===== src/include/event_detect_defines.svh =====
// Constants of the over/under current and voltage event detector
`ifndef EVENT_DETECT_DEFINES_SVH
`define EVENT_DETECT_DEFINES_SVH

// ****************************************
// Widths
// ****************************************
`define ADDR_W 8
`define DATA_W 32
`define SAMPLE_W 24
`define N_TESTS 6
`define CNT_W 7
`define RUN_W 4
`define THR_W 6
`define WIN_W 2

// ****************************************
// Register offsets
// ****************************************
`define CTRL_ADDR 8'h06
`define STATUS_ADDR 8'h07
`define MASK_ADDR 8'h08

// ****************************************
// Control field positions
// ****************************************
`define CUR_WIN_HI 31
`define CUR_WIN_LO 30
`define CUR_THR_HI 29
`define CUR_THR_LO 24
`define VOLT_WIN_HI 23
`define VOLT_WIN_LO 22
`define VOLT_THR_HI 21
`define VOLT_THR_LO 16
`define SEL_CHB_UNDER 9
`define SEL_CHB_OVER 8
`define SEL_CHA_UNDER 7
`define SEL_CHA_OVER 6
`define SEL_U_UNDER 5
`define SEL_U_OVER 4

// ****************************************
// Test indices in status and mask
// ****************************************
`define T_CHA_OVER 0
`define T_CHA_UNDER 1
`define T_CHB_OVER 2
`define T_CHB_UNDER 3
`define T_U_OVER 4
`define T_U_UNDER 5

// ****************************************
// Reset values and counts
// ****************************************
`define CTRL_RESET 32'h0000_0000
`define STATUS_RESET 6'h00
`define MASK_RESET 6'h00
`define ONE_SAMPLE 7'h01
`define SAT_COUNT 7'h40
`define ONE_RUN 4'h1
`define ZERO_RUN 4'h0
`define WIN_ONE 4'h1

`endif


===== src/include/event_detect_pkg.sv =====
// Types shared by the event detector modules
`default_nettype none
`include "event_detect_defines.svh"

package event_detect_pkg;

  typedef logic signed [`SAMPLE_W-1:0] sample_t;
  typedef logic [`SAMPLE_W-1:0] mag_t;

  typedef struct packed {
    logic valid;
    sample_t cha_raw;
    sample_t cha_hpf;
    sample_t chb_raw;
    sample_t chb_hpf;
    sample_t u_raw;
    sample_t u_hpf;
  } wave_s;

  typedef struct packed {
    mag_t cha_over;
    mag_t cha_under;
    mag_t chb_over;
    mag_t chb_under;
    mag_t u_over;
    mag_t u_under;
  } limits_s;

  typedef struct packed {
    logic [`WIN_W-1:0] cur_win;
    logic [`THR_W-1:0] cur_thr;
    logic [`WIN_W-1:0] volt_win;
    logic [`THR_W-1:0] volt_thr;
    logic [`N_TESTS-1:0] sel;
  } ctrl_s;

  typedef struct packed {
    logic primed;
    logic prev_sign;
    logic [`CNT_W-1:0] count;
    logic [`RUN_W-1:0] run;
    logic event_flag;
  } test_state_s;

  typedef struct packed {
    ctrl_s ctrl;
    logic [`N_TESTS-1:0] status;
    logic [`N_TESTS-1:0] mask;
    logic [`DATA_W-1:0] rd_data;
    logic irq;
  } top_state_s;

  // Window code to number of half-cycles: 1, 2, 4, 8
  function automatic logic [`RUN_W-1:0] window_halves(input logic [`WIN_W-1:0] code);
    window_halves = `WIN_ONE << code;
  endfunction

endpackage

`default_nettype wire


===== src/logic/event_detector.sv =====
// Over/under current and voltage event detector with control registers
//
// The plain strobed port is this design's own decision.
`timescale 1ns/100ps
`default_nettype none
`include "event_detect_defines.svh"

// Functional notes
// Current window 31:30 selects 1,2,4,8 halves
// Count out-of-limit samples; threshold marks effective
// Event after window consecutive effective halves
// Current threshold 29:24, n means n+1
// Voltage window 23:22, same consecutive rule
// Voltage threshold 21:16, n means n+1
// Software keeps reserved 15:10 at zero
// Bit 8 selects filtered channel B over-current
// Bits 7,6 select filtered channel A tests
// Bits 5,4 select filtered voltage tests
// Bit 9 selects filtered channel B under-current
// Zero crossings delimit halves, reset count
module event_detector (
  input wire logic clk_in,
  input wire logic rstn_in,
  input wire logic [`ADDR_W-1:0] addr_in,
  input wire logic [`DATA_W-1:0] wr_data_in,
  input wire logic wr_en_in,
  input wire logic rd_en_in,
  input wire event_detect_pkg::wave_s wave_in,
  input wire event_detect_pkg::limits_s limits_in,
  output logic [`DATA_W-1:0] rd_data_out,
  output logic irq_out
);

  // ****************************************
  // Functions
  // ****************************************
  function automatic event_detect_pkg::sample_t pick(
    input logic use_hpf,
    input event_detect_pkg::sample_t raw,
    input event_detect_pkg::sample_t hpf
  );
    pick = use_hpf ? hpf : raw;
  endfunction

  function automatic logic [`DATA_W-1:0] ctrl_word(input event_detect_pkg::ctrl_s c);
    logic [`DATA_W-1:0] w;
    w = '0;
    w[`CUR_WIN_HI:`CUR_WIN_LO] = c.cur_win;
    w[`CUR_THR_HI:`CUR_THR_LO] = c.cur_thr;
    w[`VOLT_WIN_HI:`VOLT_WIN_LO] = c.volt_win;
    w[`VOLT_THR_HI:`VOLT_THR_LO] = c.volt_thr;
    w[`SEL_CHB_UNDER] = c.sel[`T_CHB_UNDER];
    w[`SEL_CHB_OVER] = c.sel[`T_CHB_OVER];
    w[`SEL_CHA_UNDER] = c.sel[`T_CHA_UNDER];
    w[`SEL_CHA_OVER] = c.sel[`T_CHA_OVER];
    w[`SEL_U_UNDER] = c.sel[`T_U_UNDER];
    w[`SEL_U_OVER] = c.sel[`T_U_OVER];
    ctrl_word = w;
  endfunction

  function automatic event_detect_pkg::ctrl_s ctrl_fields(input logic [`DATA_W-1:0] w);
    event_detect_pkg::ctrl_s c;
    c = '0;
    c.cur_win = w[`CUR_WIN_HI:`CUR_WIN_LO];
    c.cur_thr = w[`CUR_THR_HI:`CUR_THR_LO];
    c.volt_win = w[`VOLT_WIN_HI:`VOLT_WIN_LO];
    c.volt_thr = w[`VOLT_THR_HI:`VOLT_THR_LO];
    c.sel[`T_CHB_UNDER] = w[`SEL_CHB_UNDER];
    c.sel[`T_CHB_OVER] = w[`SEL_CHB_OVER];
    c.sel[`T_CHA_UNDER] = w[`SEL_CHA_UNDER];
    c.sel[`T_CHA_OVER] = w[`SEL_CHA_OVER];
    c.sel[`T_U_UNDER] = w[`SEL_U_UNDER];
    c.sel[`T_U_OVER] = w[`SEL_U_OVER];
    ctrl_fields = c;
  endfunction

  // ****************************************
  // State
  // ****************************************
  event_detect_pkg::top_state_s state;
  event_detect_pkg::top_state_s next_state;

  event_detect_pkg::sample_t test_sample [`N_TESTS];
  event_detect_pkg::mag_t test_limit [`N_TESTS];
  logic [`N_TESTS-1:0] test_under;
  logic [`N_TESTS-1:0] test_is_volt;
  logic [`N_TESTS-1:0] test_event;
  logic [`RUN_W-1:0] cur_halves;
  logic [`RUN_W-1:0] volt_halves;
  logic ctrl_write;

  // ****************************************
  // Source selection
  // ****************************************
  assign test_sample[`T_CHA_OVER] =
    pick(state.ctrl.sel[`T_CHA_OVER], wave_in.cha_raw, wave_in.cha_hpf);
  assign test_sample[`T_CHA_UNDER] =
    pick(state.ctrl.sel[`T_CHA_UNDER], wave_in.cha_raw, wave_in.cha_hpf);
  assign test_sample[`T_CHB_OVER] =
    pick(state.ctrl.sel[`T_CHB_OVER], wave_in.chb_raw, wave_in.chb_hpf);
  assign test_sample[`T_CHB_UNDER] =
    pick(state.ctrl.sel[`T_CHB_UNDER], wave_in.chb_raw, wave_in.chb_hpf);
  assign test_sample[`T_U_OVER] =
    pick(state.ctrl.sel[`T_U_OVER], wave_in.u_raw, wave_in.u_hpf);
  assign test_sample[`T_U_UNDER] =
    pick(state.ctrl.sel[`T_U_UNDER], wave_in.u_raw, wave_in.u_hpf);

  assign test_limit[`T_CHA_OVER] = limits_in.cha_over;
  assign test_limit[`T_CHA_UNDER] = limits_in.cha_under;
  assign test_limit[`T_CHB_OVER] = limits_in.chb_over;
  assign test_limit[`T_CHB_UNDER] = limits_in.chb_under;
  assign test_limit[`T_U_OVER] = limits_in.u_over;
  assign test_limit[`T_U_UNDER] = limits_in.u_under;

  always_comb
  begin
    test_under = '0;
    test_is_volt = '0;
    test_under[`T_CHA_UNDER] = 1'b1;
    test_under[`T_CHB_UNDER] = 1'b1;
    test_under[`T_U_UNDER] = 1'b1;
    test_is_volt[`T_U_OVER] = 1'b1;
    test_is_volt[`T_U_UNDER] = 1'b1;
  end

  assign cur_halves = event_detect_pkg::window_halves(state.ctrl.cur_win);
  assign volt_halves = event_detect_pkg::window_halves(state.ctrl.volt_win);

  // Changing the setup mid-run would mix old and new criteria, so restart
  assign ctrl_write = wr_en_in && (addr_in == `CTRL_ADDR);

  // ****************************************
  // Limit tests
  // ****************************************
  genvar i;
  generate
    for (i = 0; i < `N_TESTS; i++)
    begin : g_test
      half_cycle_test u_test (
        .clk_in(clk_in),
        .rstn_in(rstn_in),
        .valid_in(wave_in.valid),
        .clear_in(ctrl_write),
        .sample_in(test_sample[i]),
        .limit_in(test_limit[i]),
        .under_in(test_under[i]),
        .threshold_in(test_is_volt[i] ? state.ctrl.volt_thr : state.ctrl.cur_thr),
        .window_in(test_is_volt[i] ? volt_halves : cur_halves),
        .event_out(test_event[i])
      );
    end
  endgenerate

  // ****************************************
  // Registers
  // ****************************************
  always_comb
  begin
    logic [`N_TESTS-1:0] clr;
    clr = '0;
    next_state = state;
    next_state.rd_data = '0;
    if (wr_en_in)
    begin
      if (addr_in == `CTRL_ADDR)
      begin
        // Reserved bits are not stored and read as zero
        next_state.ctrl = ctrl_fields(wr_data_in);
      end
      else if (addr_in == `STATUS_ADDR)
      begin
        clr = wr_data_in[`N_TESTS-1:0];
      end
      else if (addr_in == `MASK_ADDR)
      begin
        next_state.mask = wr_data_in[`N_TESTS-1:0];
      end
    end
    if (rd_en_in)
    begin
      if (addr_in == `CTRL_ADDR)
      begin
        next_state.rd_data = ctrl_word(state.ctrl);
      end
      else if (addr_in == `STATUS_ADDR)
      begin
        next_state.rd_data = `DATA_W'(state.status);
      end
      else if (addr_in == `MASK_ADDR)
      begin
        next_state.rd_data = `DATA_W'(state.mask);
      end
      else
      begin
        next_state.rd_data = '0;
      end
    end
    // New event wins over a clear in the same cycle
    next_state.status = (state.status & ~clr) | test_event;
    next_state.irq = |(next_state.status & next_state.mask);
  end

  always_ff @(posedge clk_in or negedge rstn_in)
  begin
    if (!rstn_in)
    begin
      state.ctrl <= ctrl_fields(`CTRL_RESET);
      state.status <= `STATUS_RESET;
      state.mask <= `MASK_RESET;
      state.rd_data <= '0;
      state.irq <= 1'b0;
    end
    else
    begin
      state <= next_state;
    end
  end

  // ****************************************
  // Outputs
  // ****************************************
  assign rd_data_out = state.rd_data;
  assign irq_out = state.irq;

endmodule

`default_nettype wire


===== src/logic/half_cycle_test.sv =====
// One limit test: per half-cycle sample count and consecutive run
`timescale 1ns/100ps
`default_nettype none
`include "event_detect_defines.svh"

module half_cycle_test (
  input wire logic clk_in,
  input wire logic rstn_in,
  input wire logic valid_in,
  input wire logic clear_in,
  input wire event_detect_pkg::sample_t sample_in,
  input wire event_detect_pkg::mag_t limit_in,
  input wire logic under_in,
  input wire logic [`THR_W-1:0] threshold_in,
  input wire logic [`RUN_W-1:0] window_in,
  output logic event_out
);

  event_detect_pkg::test_state_s state;
  event_detect_pkg::test_state_s next_state;
  event_detect_pkg::mag_t mag;
  logic beyond;
  logic sign;
  logic effective;
  logic [`RUN_W-1:0] run_inc;

  assign sign = sample_in[`SAMPLE_W-1];
  assign mag = sign ? event_detect_pkg::mag_t'(-sample_in) : event_detect_pkg::mag_t'(sample_in);
  assign beyond = under_in ? (mag < limit_in) : (mag > limit_in);
  // Threshold n means n+1 samples
  assign effective = state.count >= (`CNT_W'(threshold_in) + `ONE_SAMPLE);
  assign run_inc = state.run + `ONE_RUN;

  always_comb
  begin
    next_state = state;
    next_state.event_flag = 1'b0;
    if (clear_in)
    begin
      next_state = '0;
    end
    else if (valid_in)
    begin
      if (!state.primed)
      begin
        next_state.primed = 1'b1;
        next_state.prev_sign = sign;
        next_state.count = beyond ? `ONE_SAMPLE : '0;
      end
      else if (sign != state.prev_sign)
      begin
        // Zero crossing closes the half-cycle
        next_state.prev_sign = sign;
        next_state.count = beyond ? `ONE_SAMPLE : '0;
        if (effective)
        begin
          if (run_inc >= window_in)
          begin
            next_state.event_flag = 1'b1;
            next_state.run = `ZERO_RUN;
          end
          else
          begin
            next_state.run = run_inc;
          end
        end
        else
        begin
          next_state.run = `ZERO_RUN;
        end
      end
      else if (beyond && state.count != `SAT_COUNT)
      begin
        // Saturate: 64 is the largest threshold
        next_state.count = state.count + `ONE_SAMPLE;
      end
    end
  end

  always_ff @(posedge clk_in or negedge rstn_in)
  begin
    if (!rstn_in)
    begin
      state <= '0;
    end
    else
    begin
      state <= next_state;
    end
  end

  assign event_out = state.event_flag;

endmodule

`default_nettype wire


===== config.mk =====
export PLATFORM = sky130hd
export DESIGN_NAME = event_detector
export DESIGN_NICKNAME = d
export VERILOG_FILES = /design/src/include/event_detect_pkg.sv /design/src/logic/event_detector.sv /design/src/logic/half_cycle_test.sv
export VERILOG_INCLUDE_DIRS = /design/src /design/src/include
export SDC_FILE = /design/constraint.sdc
export NUM_CORES = 1
export LEC_CHECK = 0
export BUFFER_PORTS_ARGS = -buffer_cell sky130_fd_sc_hd__buf_2
export CORE_MARGIN = 1
export CORE_UTILIZATION = 52
export DETAILED_ROUTE_END_ITERATION = 6
export GPL_TIMING_DRIVEN = 1
export PLACE_DENSITY_LB_ADDON = 0.05
export SLEW_MARGIN = 10
export SYNTH_ARGS = -nofsm -noshare
export SYNTH_HDL_FRONTEND = slang
export SYNTH_SLANG_ARGS = --single-unit

===== constraint.sdc =====
create_clock -name clk_in -period 5.4 [get_ports clk_in]
set_clock_uncertainty 0.15 [all_clocks]
set_input_delay 0.81 -clock clk_in [delete_from_list [all_inputs] [get_ports clk_in]]
set_output_delay 0.81 -clock clk_in [all_outputs]
set_load 0.01 [all_outputs]

# After elaboration in Yosys (flattened, before gate mapping)
# Cells that the tools add are included.
# totals
reg_bits	151
inputBits	333
wordCells	251
# op_classes
add_sub_neg	20
order_cmp	18
n_eq_ne	27
n_shift	2
n_mux	101
n_bitwise	4
n_reduce_logical	40
# ops
operator	count
two-way mux 24 bit	12
two-way mux 14 bit	12
negation 24 bit	6
two-way mux 7 bit	12
> comparator 24 bit	3
less-than comparator 24 bit	3
two-way mux 32 bit	2
two-way mux 5 bit	12
two-way mux 6 bit	9
two-way mux 4 bit	12
two-way mux 8 bit	6
adder 7 x 1 -> 7 bit (second input constant)	6
>= comparator 7 bit	6
!= test 7 bit (second input constant)	6
AND reduction 2 bit	13
nonzero test 2 bit	13
adder 4 x 1 -> 4 bit (second input constant)	6
>= comparator 4 bit	6
two-way mux 1 bit	24
!= test 4 bit (second input constant)	6
!= test 3 bit (second input constant)	6
AND reduction 3 bit	6
== test 8 x 3 -> 1 bit (second input constant)	2
adder 6 x 1 -> 7 bit (second input constant)	2
other kinds (8)	21

# Logic depth before layout (Yosys ltp)
# Gate-level depths: netlist of run 1.
# logic_depth
depth_word	10
ltp_mapped	22
ltp_nobuf	16

# By module
# A second synthesis of run 1 with hierarchy kept.
# unflattened
hier_cells	2006
area_unflattened_um2	17564.3
# by_module_without_submodules
module	instances	cells_each	area_per_inst_um2	seq_area_each_um2
half_cycle_test (g_test[0].u_test ...)	4	268	2213.4	350.3
event_detector	1	384	4377.9	1526.5
half_cycle_test (g_test[2].u_test)	1	273	2169.6	350.3
half_cycle_test (g_test[5].u_test)	1	277	2163.3	350.3

# Worst setup path after synthesis of run 1
# No wires, ideal clock.
# synth_path
path_type	register to register
start	register state[46] (netlist bit)
end	register g_test[1].u_test.state[7] (netlist bit)
t_arrival_ps	5230
required_time_ps	5181
path_slack_ps	-49
stages_incl_launch_ff	22
n_path_buf	6
synth_period_minus_slack_ps	5449
cell_sequence	dfrtp_1 > buf_4 > buf_2 > buf_2 > buf_1 > buf_2 > mux2i_1 > ha_1 > o221ai_1 > nor4_2 > nand2_1 > or4_1 > o21ai_1 > xor2_1 > ha_1 > and3_1 > nand4_1 > nor2_1 > or4_1 > clkbuf_1 > or3_1 > nand3_1
# synth_between
elab_chain_len	7
# synth_lines
item	line_no	source
start: declaration	event_detector.sv:80	event_detect_pkg::top_state_s state;
start signal: assignment	event_detector.sv:215	state <= next_state;
two-way mux 24 bit *	event_detector.sv:42	pick = use_hpf ? hpf : raw;
negation 24 bit	half_cycle_test.sv:28	assign mag = sign ? event_detect_pkg::mag_t'(-sample_in) : event_detect_pkg::mag_t'(sample_in);
two-way mux 24 bit	half_cycle_test.sv:28	
less-than comparator 24 bit	half_cycle_test.sv:29	assign beyond = under_in ? (mag < limit_in) : (mag > limit_in);
logical AND 1 bit (no line)	n/a	
!= test 4 bit (no line)	n/a	
AND reduction 2 bit (no line)	n/a	
end signal: assignment	half_cycle_test.sv:88	state <= next_state;
end: declaration	half_cycle_test.sv:19	event_detect_pkg::test_state_s state;
# Mark *: on every way between the ends. The rest lies on a longest branch, timed or not. The select of a mux whose other input is x is not followed.
# A chain may end at the register's enable or synchronous reset.

# Final worst setup path of run 1
# layout_path
start	register state[47] (netlist bit)
end	register g_test[2].u_test.state[9] (netlist bit)
# layout_between
elab_chain_len	7
# layout_lines
item	line_no
two-way mux 24 bit *	event_detector.sv:42
negation 24 bit	half_cycle_test.sv:28
two-way mux 24 bit	half_cycle_test.sv:28
> comparator 24 bit	half_cycle_test.sv:29
logical AND 1 bit (no line)	n/a
!= test 4 bit (no line)	n/a
AND reduction 2 bit (no line)	n/a
end signal: assignment	half_cycle_test.sv:88
end: declaration	half_cycle_test.sv:19
# Marked as above.

==> results.txt, run 1 <==
----------------------------------------------------
[Critical path]
  Max FO, Critical Path ... 24
  Library cell appearing most often on the critical path ... or4_4
  Biggest cell delay along the critical path ... 0.68 ns
  Required @ worst endpoint ... 5.59 ns
  CP max stage cell ... dfrtp_2
  Top Family by Delay on Critical Path ... simple AND/OR/NAND/NOR gates
  Worst Path Class, Setup ... reg2reg
  CP arrival ... 5.23 ns
  Cell breakdown of the critical path ... buf_4, mux2i_1, inv_1, or4_4, or4_4, o21ai_2, xor2_1, ha_1, nand4_1, nor4_1, o31a_1, o21ai_1, or4_1, o21ai_0
  Sort of element at the start of the critical path ... register
  CP Capture Type ... register
  Number of buffer and inverter stages on the critical path ... 2

[Hold path]
  Worst hold path class ... reg2reg

[Routing]
  Total length of routed wires ... 47.26 mm
  Met2 wire length ... approximately 23 mm
  Average wire length per cell after detail routing ... between 15 and 20 microns
  DR pass1 iterations ... 5
  Uppermost metal layer occupied by signal nets ... met5
  Total length of routed met3 wires ... 1.987 mm
  Number of vias per cell ... 5.735
  Number of vias after detailed routing ... 17050
  DR DRC count ... 0
  Number of nets with antenna violations after routing ... 0
  Met1 Routed Length ... 21.51 mm
  Detailed router's first-iteration violation count ... roughly 820

[Floorplanning]
  I/O pin count ... about 370
  Core area ... about 34000 sq um
  Effective utilization at floorplan ... 0.5278
  Chip width ... 186.5 microns
  DIE HEIGHT ... 186.5 microns
  Floorplan die area ... 34780 sq um
  Cell row count ... 67

[Yosys]
  Average instance area after synthesis ... between 8 and 9 sq um
  Register area share after synthesis ... 0.1979
  Parity-gate share of the synthesized area counting xor and xnor cells ... 0.07473
  Commonest register cell after synthesis ... dfrtp_1
  Simple-gate area share of the yosys netlist ... 0.2274
  Flip-flop and latch count after synthesis ... 140
  Post-synthesis async set-or-reset flop share ... 1.000
  Combinational family with the most area after synthesis ... simple AND/OR/NAND/NOR gates
  Syn Std Cell Area ... 17700 sq um
  Adder-cell share of the synthesized area ... 0.1647
  Number of synthesized flops with an enable pin ... 0
  Library cells used by synthesis ... 87
  Count of yosys warnings during synthesis ... 0
  Synthesized netlist cell count ... 2210
  Mux cell area share after synthesis ... 0.09084
  Fraction of the mapped netlist area in compound gates ... 0.1739

[Job]
  Max cap viols ... 0

[Timing]
  RSZ-0062 raised after global routing ... false
  Fin. max-slew vios ... 0
  Final count of negative-setup-slack endpoints ... 0
  Maximum clock frequency ... 0.1984 GHz
  Slew @ Worst Pin ... 0.9939 ns
  Total Negative Setup Slacks ... 0 ns
  Crit path time final ... just over 5 ns
  Fin. Hold Viols ... 0
  Tightest slew margin relative to the limit ... 0.3374
  Final period util ... 0.9335

[Finish]
  Ratio of cells with drive above 1 in the final layout ... 0.1898
  Total area of sequential cells ... 3511 sq um
  Post-layout utilization of the core ... 0.6056
  Area of combinational cells with multiple inputs ... 12970 sq um
  Number of nets at the end of the flow ... just over 3000
  Area added between synthesis and finish ... 14.75%
  Filler cells ... 3130
  Filler-free cell count of the finished design ... 2973

[Placement]
  DP HPWL ... 37.90 mm
  Count of placed standard cells including taps ... just under 3000
  Final weighted congestion in routability-driven placement ... 0.9166
  Input/output buffers ... 353

[Clock tree]
  Buffer levels on the longest clock path ... 2
  Clock latency at the later pin of the worst-skew pair ... around 0.43 ns
  Library cell used as clock root buffer ... clkbuf_16
  Number of buffers inserted for hold repair after clock tree synthesis ... 0
  Clock-pin transition on the worst setup and hold timing paths ... 0.06 ns
  CTS H-Tree Depth ... 4
  # resized after CTS ... 0
  Total clock buffers created by CTS ... 17
  Post-CTS Setup Bufs ... 0
  CTS tree ... done
  Clock tree sinks ... between 100 and 150

[Pwr]
  Maximum resistive drop on vdd ... 224.0 uV
  Cell leakage power ... 9.953 nW
  Power density relative to cell area ... a little under 200 nW/um^2
  Final Total Pwr ... 3.951 mW

[GRT]
  Global-route wire length before repair ... 78.94 mm
  Maximum number of pins on one net before global-route repair ... 107
  Total gr overflow ... 0
  Initial antenna violation count ... 7
  GRT Util Overall ... 0.2701
  Vias in the first global route ... 16670

[Run status]
  Result of the run ... complete, no violations

----------------------------------------------------
[layer usage]
metal / global-route usage / vias up
met5: 0 / -
met4: 0.07945 / 4
met3: 0.03216 / 71
met2: 0.4736 / 422
met1: 0.3470 / 8006
li1: - / 8548
[placed cells by master, fill, tap and decap left out, types with 81 or more instances in the layout]
cell	netlist	routed
xor2_1	81	81
nor2_1	121	121
inv_1	172	172
dfrtp_1	140	134
nand2_1	223	223
o21ai_0	95	95
buf_2	21	352
nor3_1	84	84
a21oi_1	138	138
mux2i_1	132	132
ha_1	233	233
[layout make-up]
type / instances / share of cell area
Multi-Input combinational cell: 1791 / 0.6388
Tap cell: 448 / 0.02760
Clock buffer: 19 / 0.02132
Inverter: 172 / 0.03179
Timing Repair Buffer: 383 / 0.09962
Antenna cell: 7 / 0.0008625
Sequential cell: 140 / 0.1729
Clock inverter: 13 / 0.007085
[cells in the mapped netlist (all sizes together) (23+ instances only)]
master / count / area (sq um)
ha: 233 / 2915
nand2: 223 / 837.1
inv: 172 / 645.6
dfrtp: 140 / 3503
a21oi: 138 / 690.7
mux2i: 134 / 1349
nor2: 121 / 454.2
o21ai: 100 / 504.2
nor3: 87 / 456.7
xor2: 81 / 709.4
buf: 73 / 450.4
a21o: 70 / 533.0
xnor2: 70 / 613.1
nand3: 60 / 300.3
nand4: 46 / 287.8
and3: 43 / 269.0
clkbuf: 39 / 146.4
nand2b: 39 / 244.0
o31ai: 26 / 205.2
mux2: 23 / 259.0
[final timing paths]
check,endpoint,cells after the start,startpoint,slack (ns)
setup reg to reg,g_test[2].u_test.state[9],14,state[47],0.36
hold / removal,state[44],1,g_test[5].u_test.event_out,0.31
setup / recovery,g_test[2].u_test.state[9],14,state[47],0.36
min in group asynchronous,g_test[4].u_test.state[7],1,rstn_in,0.35
hold reg to reg,state[44],1,g_test[5].u_test.event_out,0.31
max in group asynchronous,state[33],2,rstn_in,3.70
[logic make-up after synthesis]
family,count (synthesis)
AND/OR/NAND/NOR,771
AO/OA/AOI/OAI,473
buffers and inverters,284
adder cells (fa/ha/maj),233
multiplexers,157
XOR/XNOR,151
flip-flops,140
other,1
[registers in the layout, indices dropped and copies added (netlist names)]
signal and cells:
state 34, irq_out 1, g_test.u_test.event_out 6, g_test.u_test.state 73, rd_data_out 26
[worst register-to-register path, stage by stage, from the launching register on]
cell     delay [ns]
dfrtp_2        0.68
buf_4          0.40
mux2i_1        0.25
inv_1          0.10
or4_4          0.46
or4_4          0.58
o21ai_2        0.16
xor2_1         0.08
ha_1           0.31
nand4_1        0.17
nor4_1         0.56
o31a_1         0.24
o21ai_1        0.20
or4_1          0.53
o21ai_0        0.09
[power breakdown]
part / internal [mW] / switching (mW)
Sequential: 1.15 / 0.145
Combinational: 0.676 / 0.829
Clock: 0.683 / 0.468
[through the flow]
| step | instance area, sq um | hold WS (ns) | setup slack, ns |
|---|---|---|---|
| 6_report | 20310 | 0.3134 | 0.3592 |
| 5_1_grt | 20300 | 0.3351 | 0.005246 |
| 4_1_cts | 20290 | 0.3108 | 0.3477 |
| 3_5_place_dp | 19710 | 0.2966 | 0.06818 |
| 3_3_place_gp | 19710 | 0.2936 | 0.1651 |
| 2_1_floorplan | 17720 | 0.2735 | 0.05729 |
(Power assumes the default switching activity.)
==> inputs of run 2 (changes only) <==
--- a/config.mk
+++ b/config.mk
@@ -8,7 +8,7 @@
 export LEC_CHECK = 0
 export BUFFER_PORTS_ARGS = -buffer_cell sky130_fd_sc_hd__buf_2
 export CORE_MARGIN = 1
-export CORE_UTILIZATION = 52
+export CORE_UTILIZATION = 40
 export DETAILED_ROUTE_END_ITERATION = 6
 export GPL_TIMING_DRIVEN = 1
 export PLACE_DENSITY_LB_ADDON = 0.05
==> results.txt, run 2 (synthesis results as in run 1) <==
----------------------------------------------------
[Run status]
  Result of the run ... complete, no violations (unchanged)

[Finish]
  Most common cell after layout, fill and taps aside ... buf_2 (unchanged)
  Most frequent cells in the layout ... 352 x buf_2, 233 x ha_1, 223 x nand2_1 (unchanged)
  Largest register FFs ... 73 (unchanged)
  Ratio of cells with drive above 1 in the final layout ... 0.1906 (was 0.1898)
  Post-layout utilization of the core ... 0.4724 (was 0.6056)
  Number of nets at the end of the flow ... 3072 (was 3071)
  Area added between synthesis and finish ... 15.74% (was 14.75%)
  Filler-free cell count of the finished design ... 3108 (was 2973)
  Most flop-heavy register ... g_test.u_test.state (unchanged)

[Critical path]
  CP Capture Type ... register (unchanged)
  Worst Path Class, Setup ... reg2reg (unchanged)
  Required @ worst endpoint ... 5.60 ns (was 5.59 ns)
  Cells on worst reg2reg path ... 16 (was 14)
  Capturing point of the worst reg2reg path ... g_test[1].u_test.state[10] (was g_test[2].u_test.state[9])
  CP arrival ... 5.38 ns (was 5.23 ns)
  Max FO, Critical Path ... 18 (was 24)
  Sort of element at the start of the critical path ... register (unchanged)
  Reg-to-Reg Start ... state[46] (was state[47])
  Worst reg2reg setup slack ... 0.23 ns (was 0.36 ns)

[GRT]
  Vias in the first global route ... 16690 (was 16670)
  Initial antenna violation count ... 5 (was 7)
  Global-route wire length before repair ... 84.64 mm (was 78.94 mm)
  GRT Util Overall ... 0.2324 (was 0.2701)
  Total gr overflow ... 0 (unchanged)
  Maximum number of pins on one net before global-route repair ... 64 (was 107)

[Clock tree]
  Buffer levels on the longest clock path ... 2 (unchanged)
  Post-CTS Setup Bufs ... 0 (unchanged)
  Clock tree sinks ... 140 (unchanged)
  # resized after CTS ... 0 (unchanged)
  Clock latency at the later pin of the worst-skew pair ... 0.43 ns (about the same)
  CTS H-Tree Depth ... 4 (unchanged)
  Number of buffers inserted for hold repair after clock tree synthesis ... 0 (unchanged)
  Total clock buffers created by CTS ... 17 (unchanged)
  Library cell used as clock root buffer ... clkbuf_16 (unchanged)
  Clock-pin transition on the worst setup and hold timing paths ... 0.07 ns (was 0.06 ns)
  CTS tree ... done (unchanged)

[Timing]
  Slew @ Worst Pin ... 0.8699 ns (was 0.9939 ns)
  Fin. Hold Viols ... 0 (unchanged)
  Maximum clock frequency ... 0.1933 GHz (was 0.1984 GHz)
  Tightest slew margin relative to the limit ... 0.4035 (was 0.3374)
  Final count of negative-setup-slack endpoints ... 0 (unchanged)
  RSZ-0062 raised after global routing ... false (unchanged)
  Final period util ... 0.9580 (was 0.9335)
  Fin. max-slew vios ... 0 (unchanged)
  Crit path time final ... 5.173 ns (was 5.041 ns)

[Floorplanning]
  Chip width ... 212.3 microns (was 186.5 microns)
  Cell row count ... 76 (was 67)
  Core area ... 43360 sq um (was 33530 sq um)
  DIE HEIGHT ... 212.3 microns (was 186.5 microns)
  I/O pin count ... 366 (unchanged)
  Floorplan die area ... 45090 sq um (was 34780 sq um)
  Effective utilization at floorplan ... 0.4082 (was 0.5278)

[Pwr]
  Clk network pwr share ... 0.298 (was 0.291)
  Internal Power ... 2.515 mW (was 2.510 mW)
  Power density relative to cell area ... 196.0 nW/um^2 (was 194.6 nW/um^2)
  Switching share of power ... 0.3735 (was 0.3649)
  Relative contribution of sequential cells to total power ... 0.323 (was 0.328)
  Cell leakage power ... 9.975 nW (was 9.953 nW)
  Fraction of power consumed by combinational cells ... 0.380 (was 0.381)
  Reported net switching power ... 1.500 mW (was 1.442 mW)
  Maximum resistive drop on vdd ... 249.5 uV (was 224.0 uV)

[Routing]
  Detailed router's first-iteration violation count ... 923 (was 818)
  Average wire length per cell after detail routing ... 16.76 microns (was 15.90 microns)
  DR pass1 iterations ... 6 (was 5)
  Number of vias per cell ... 5.419 (was 5.735)
  DR DRC count ... 0 (unchanged)
  Total length of routed wires ... 52.10 mm (was 47.26 mm)
  Number of nets with antenna violations after routing ... 0 (unchanged)
  Number of vias after detailed routing ... 16840 (was 17050)

[Placement]
  Count of placed standard cells including taps ... 3072 (was 2934)
  DP HPWL ... 41.84 mm (was 37.90 mm)
  Input/output buffers ... 353 (unchanged)
  Final weighted congestion in routability-driven placement ... 0.8751 (was 0.9166)

[Job]
  Max cap viols ... 0 (unchanged)

[Hold path]
  Worst hold path class ... in2async (was reg2reg)

----------------------------------------------------
-- run 2: cell count changes in the layout (fill, tap and decap cells not counted), moves of 2 or more --
cell        change
clkinvlp_4      -3
clkbuf_1        -2
diode_2         -2
inv_6           +2
-- run 2: critical path: stages (launching register included) --
cell and delay, ns:
dfrtp_4 0.57, or4_1 0.60, a222oi_1 0.46, and4b_1 0.29
nand2_1 0.10, or2_1 0.25, nand2_1 0.08, xor2_1 0.18
ha_1 0.27, a21o_1 0.16, a21o_1 0.17, a211oi_1 0.25
o21ai_0 0.16, or4_1 0.55, buf_4 0.22, or4_1 0.47
a21oi_1 0.15
-- run 2: area by class of cell --
| class | instances | area (sq um) |
|---|---|---|
| Antenna cell | 5 | 12.51 |
| Fill cell | 4376 | 22880 |
| Inverter | 172 | 645.6 |
| Clock buffer | 17 | 425.4 |
| Clock inverter | 14 | 158.9 |
| Multi-Input combinational cell | 1791 | 12970 |
| Sequential cell | 140 | 3513 |
| Timing Repair Buffer | 384 | 2022 |
| Tap cell | 585 | 732.0 |
-- run 2: how the worst max path moves through the flow --
stage / startpoint / endpoint / slack (ns)
after detailed placement: wave_in[122] / g_test[1].u_test.state[10] / -0.004
after CTS: state[47] / g_test[2].u_test.state[10] / 0.29
final: state[46] / g_test[1].u_test.state[10] / 0.23
after global placement: wave_in[122] / g_test[1].u_test.state[10] / 0.007
after global routing: state[46] / g_test[1].u_test.state[10] / 0.005
after floorplan: state[50] / g_test[5].u_test.state[8] / 0.06
-- run 2: power groups by stage --
stage / Sequential [mW] / Clock [mW] / Combinational [mW]
final: 1.30 / 1.19 / 1.52
after global placement: 1.31 / 0 / 1.48
after detailed placement: 1.31 / 0 / 1.52
after global routing: 1.32 / 1.27 / 1.74
after CTS: 1.29 / 1.22 / 1.53
after floorplan: 1.26 / 0 / 1.06
-- run 2: metrics by stage --
step / hold WS (ns) / worst slack [ns] / power [mW] / setup TNS [ns] / area [sq um]
after floorplan: 0.2735 / 0.05729 / 2.318 / 0 / 17720
after global placement: 0.2943 / 0.006795 / 2.788 / 0 / 19880
after detailed placement: 0.2883 / -0.003659 / 2.834 / -0.003659 / 19880
after CTS: 0.1706 / 0.2888 / 4.051 / 0 / 20460
after global routing: 0.1803 / 0.005320 / 4.322 / 0 / 20480
final: 0.1615 / 0.2266 / 4.015 / 0 / 20480
-- run 2: layer usage --
layer	GRT usage	wire length [microns]
met2	0.3927	24240
met5	0	0
met3	0.02688	2053
met1	0.3177	25140
met4	0.04689	666
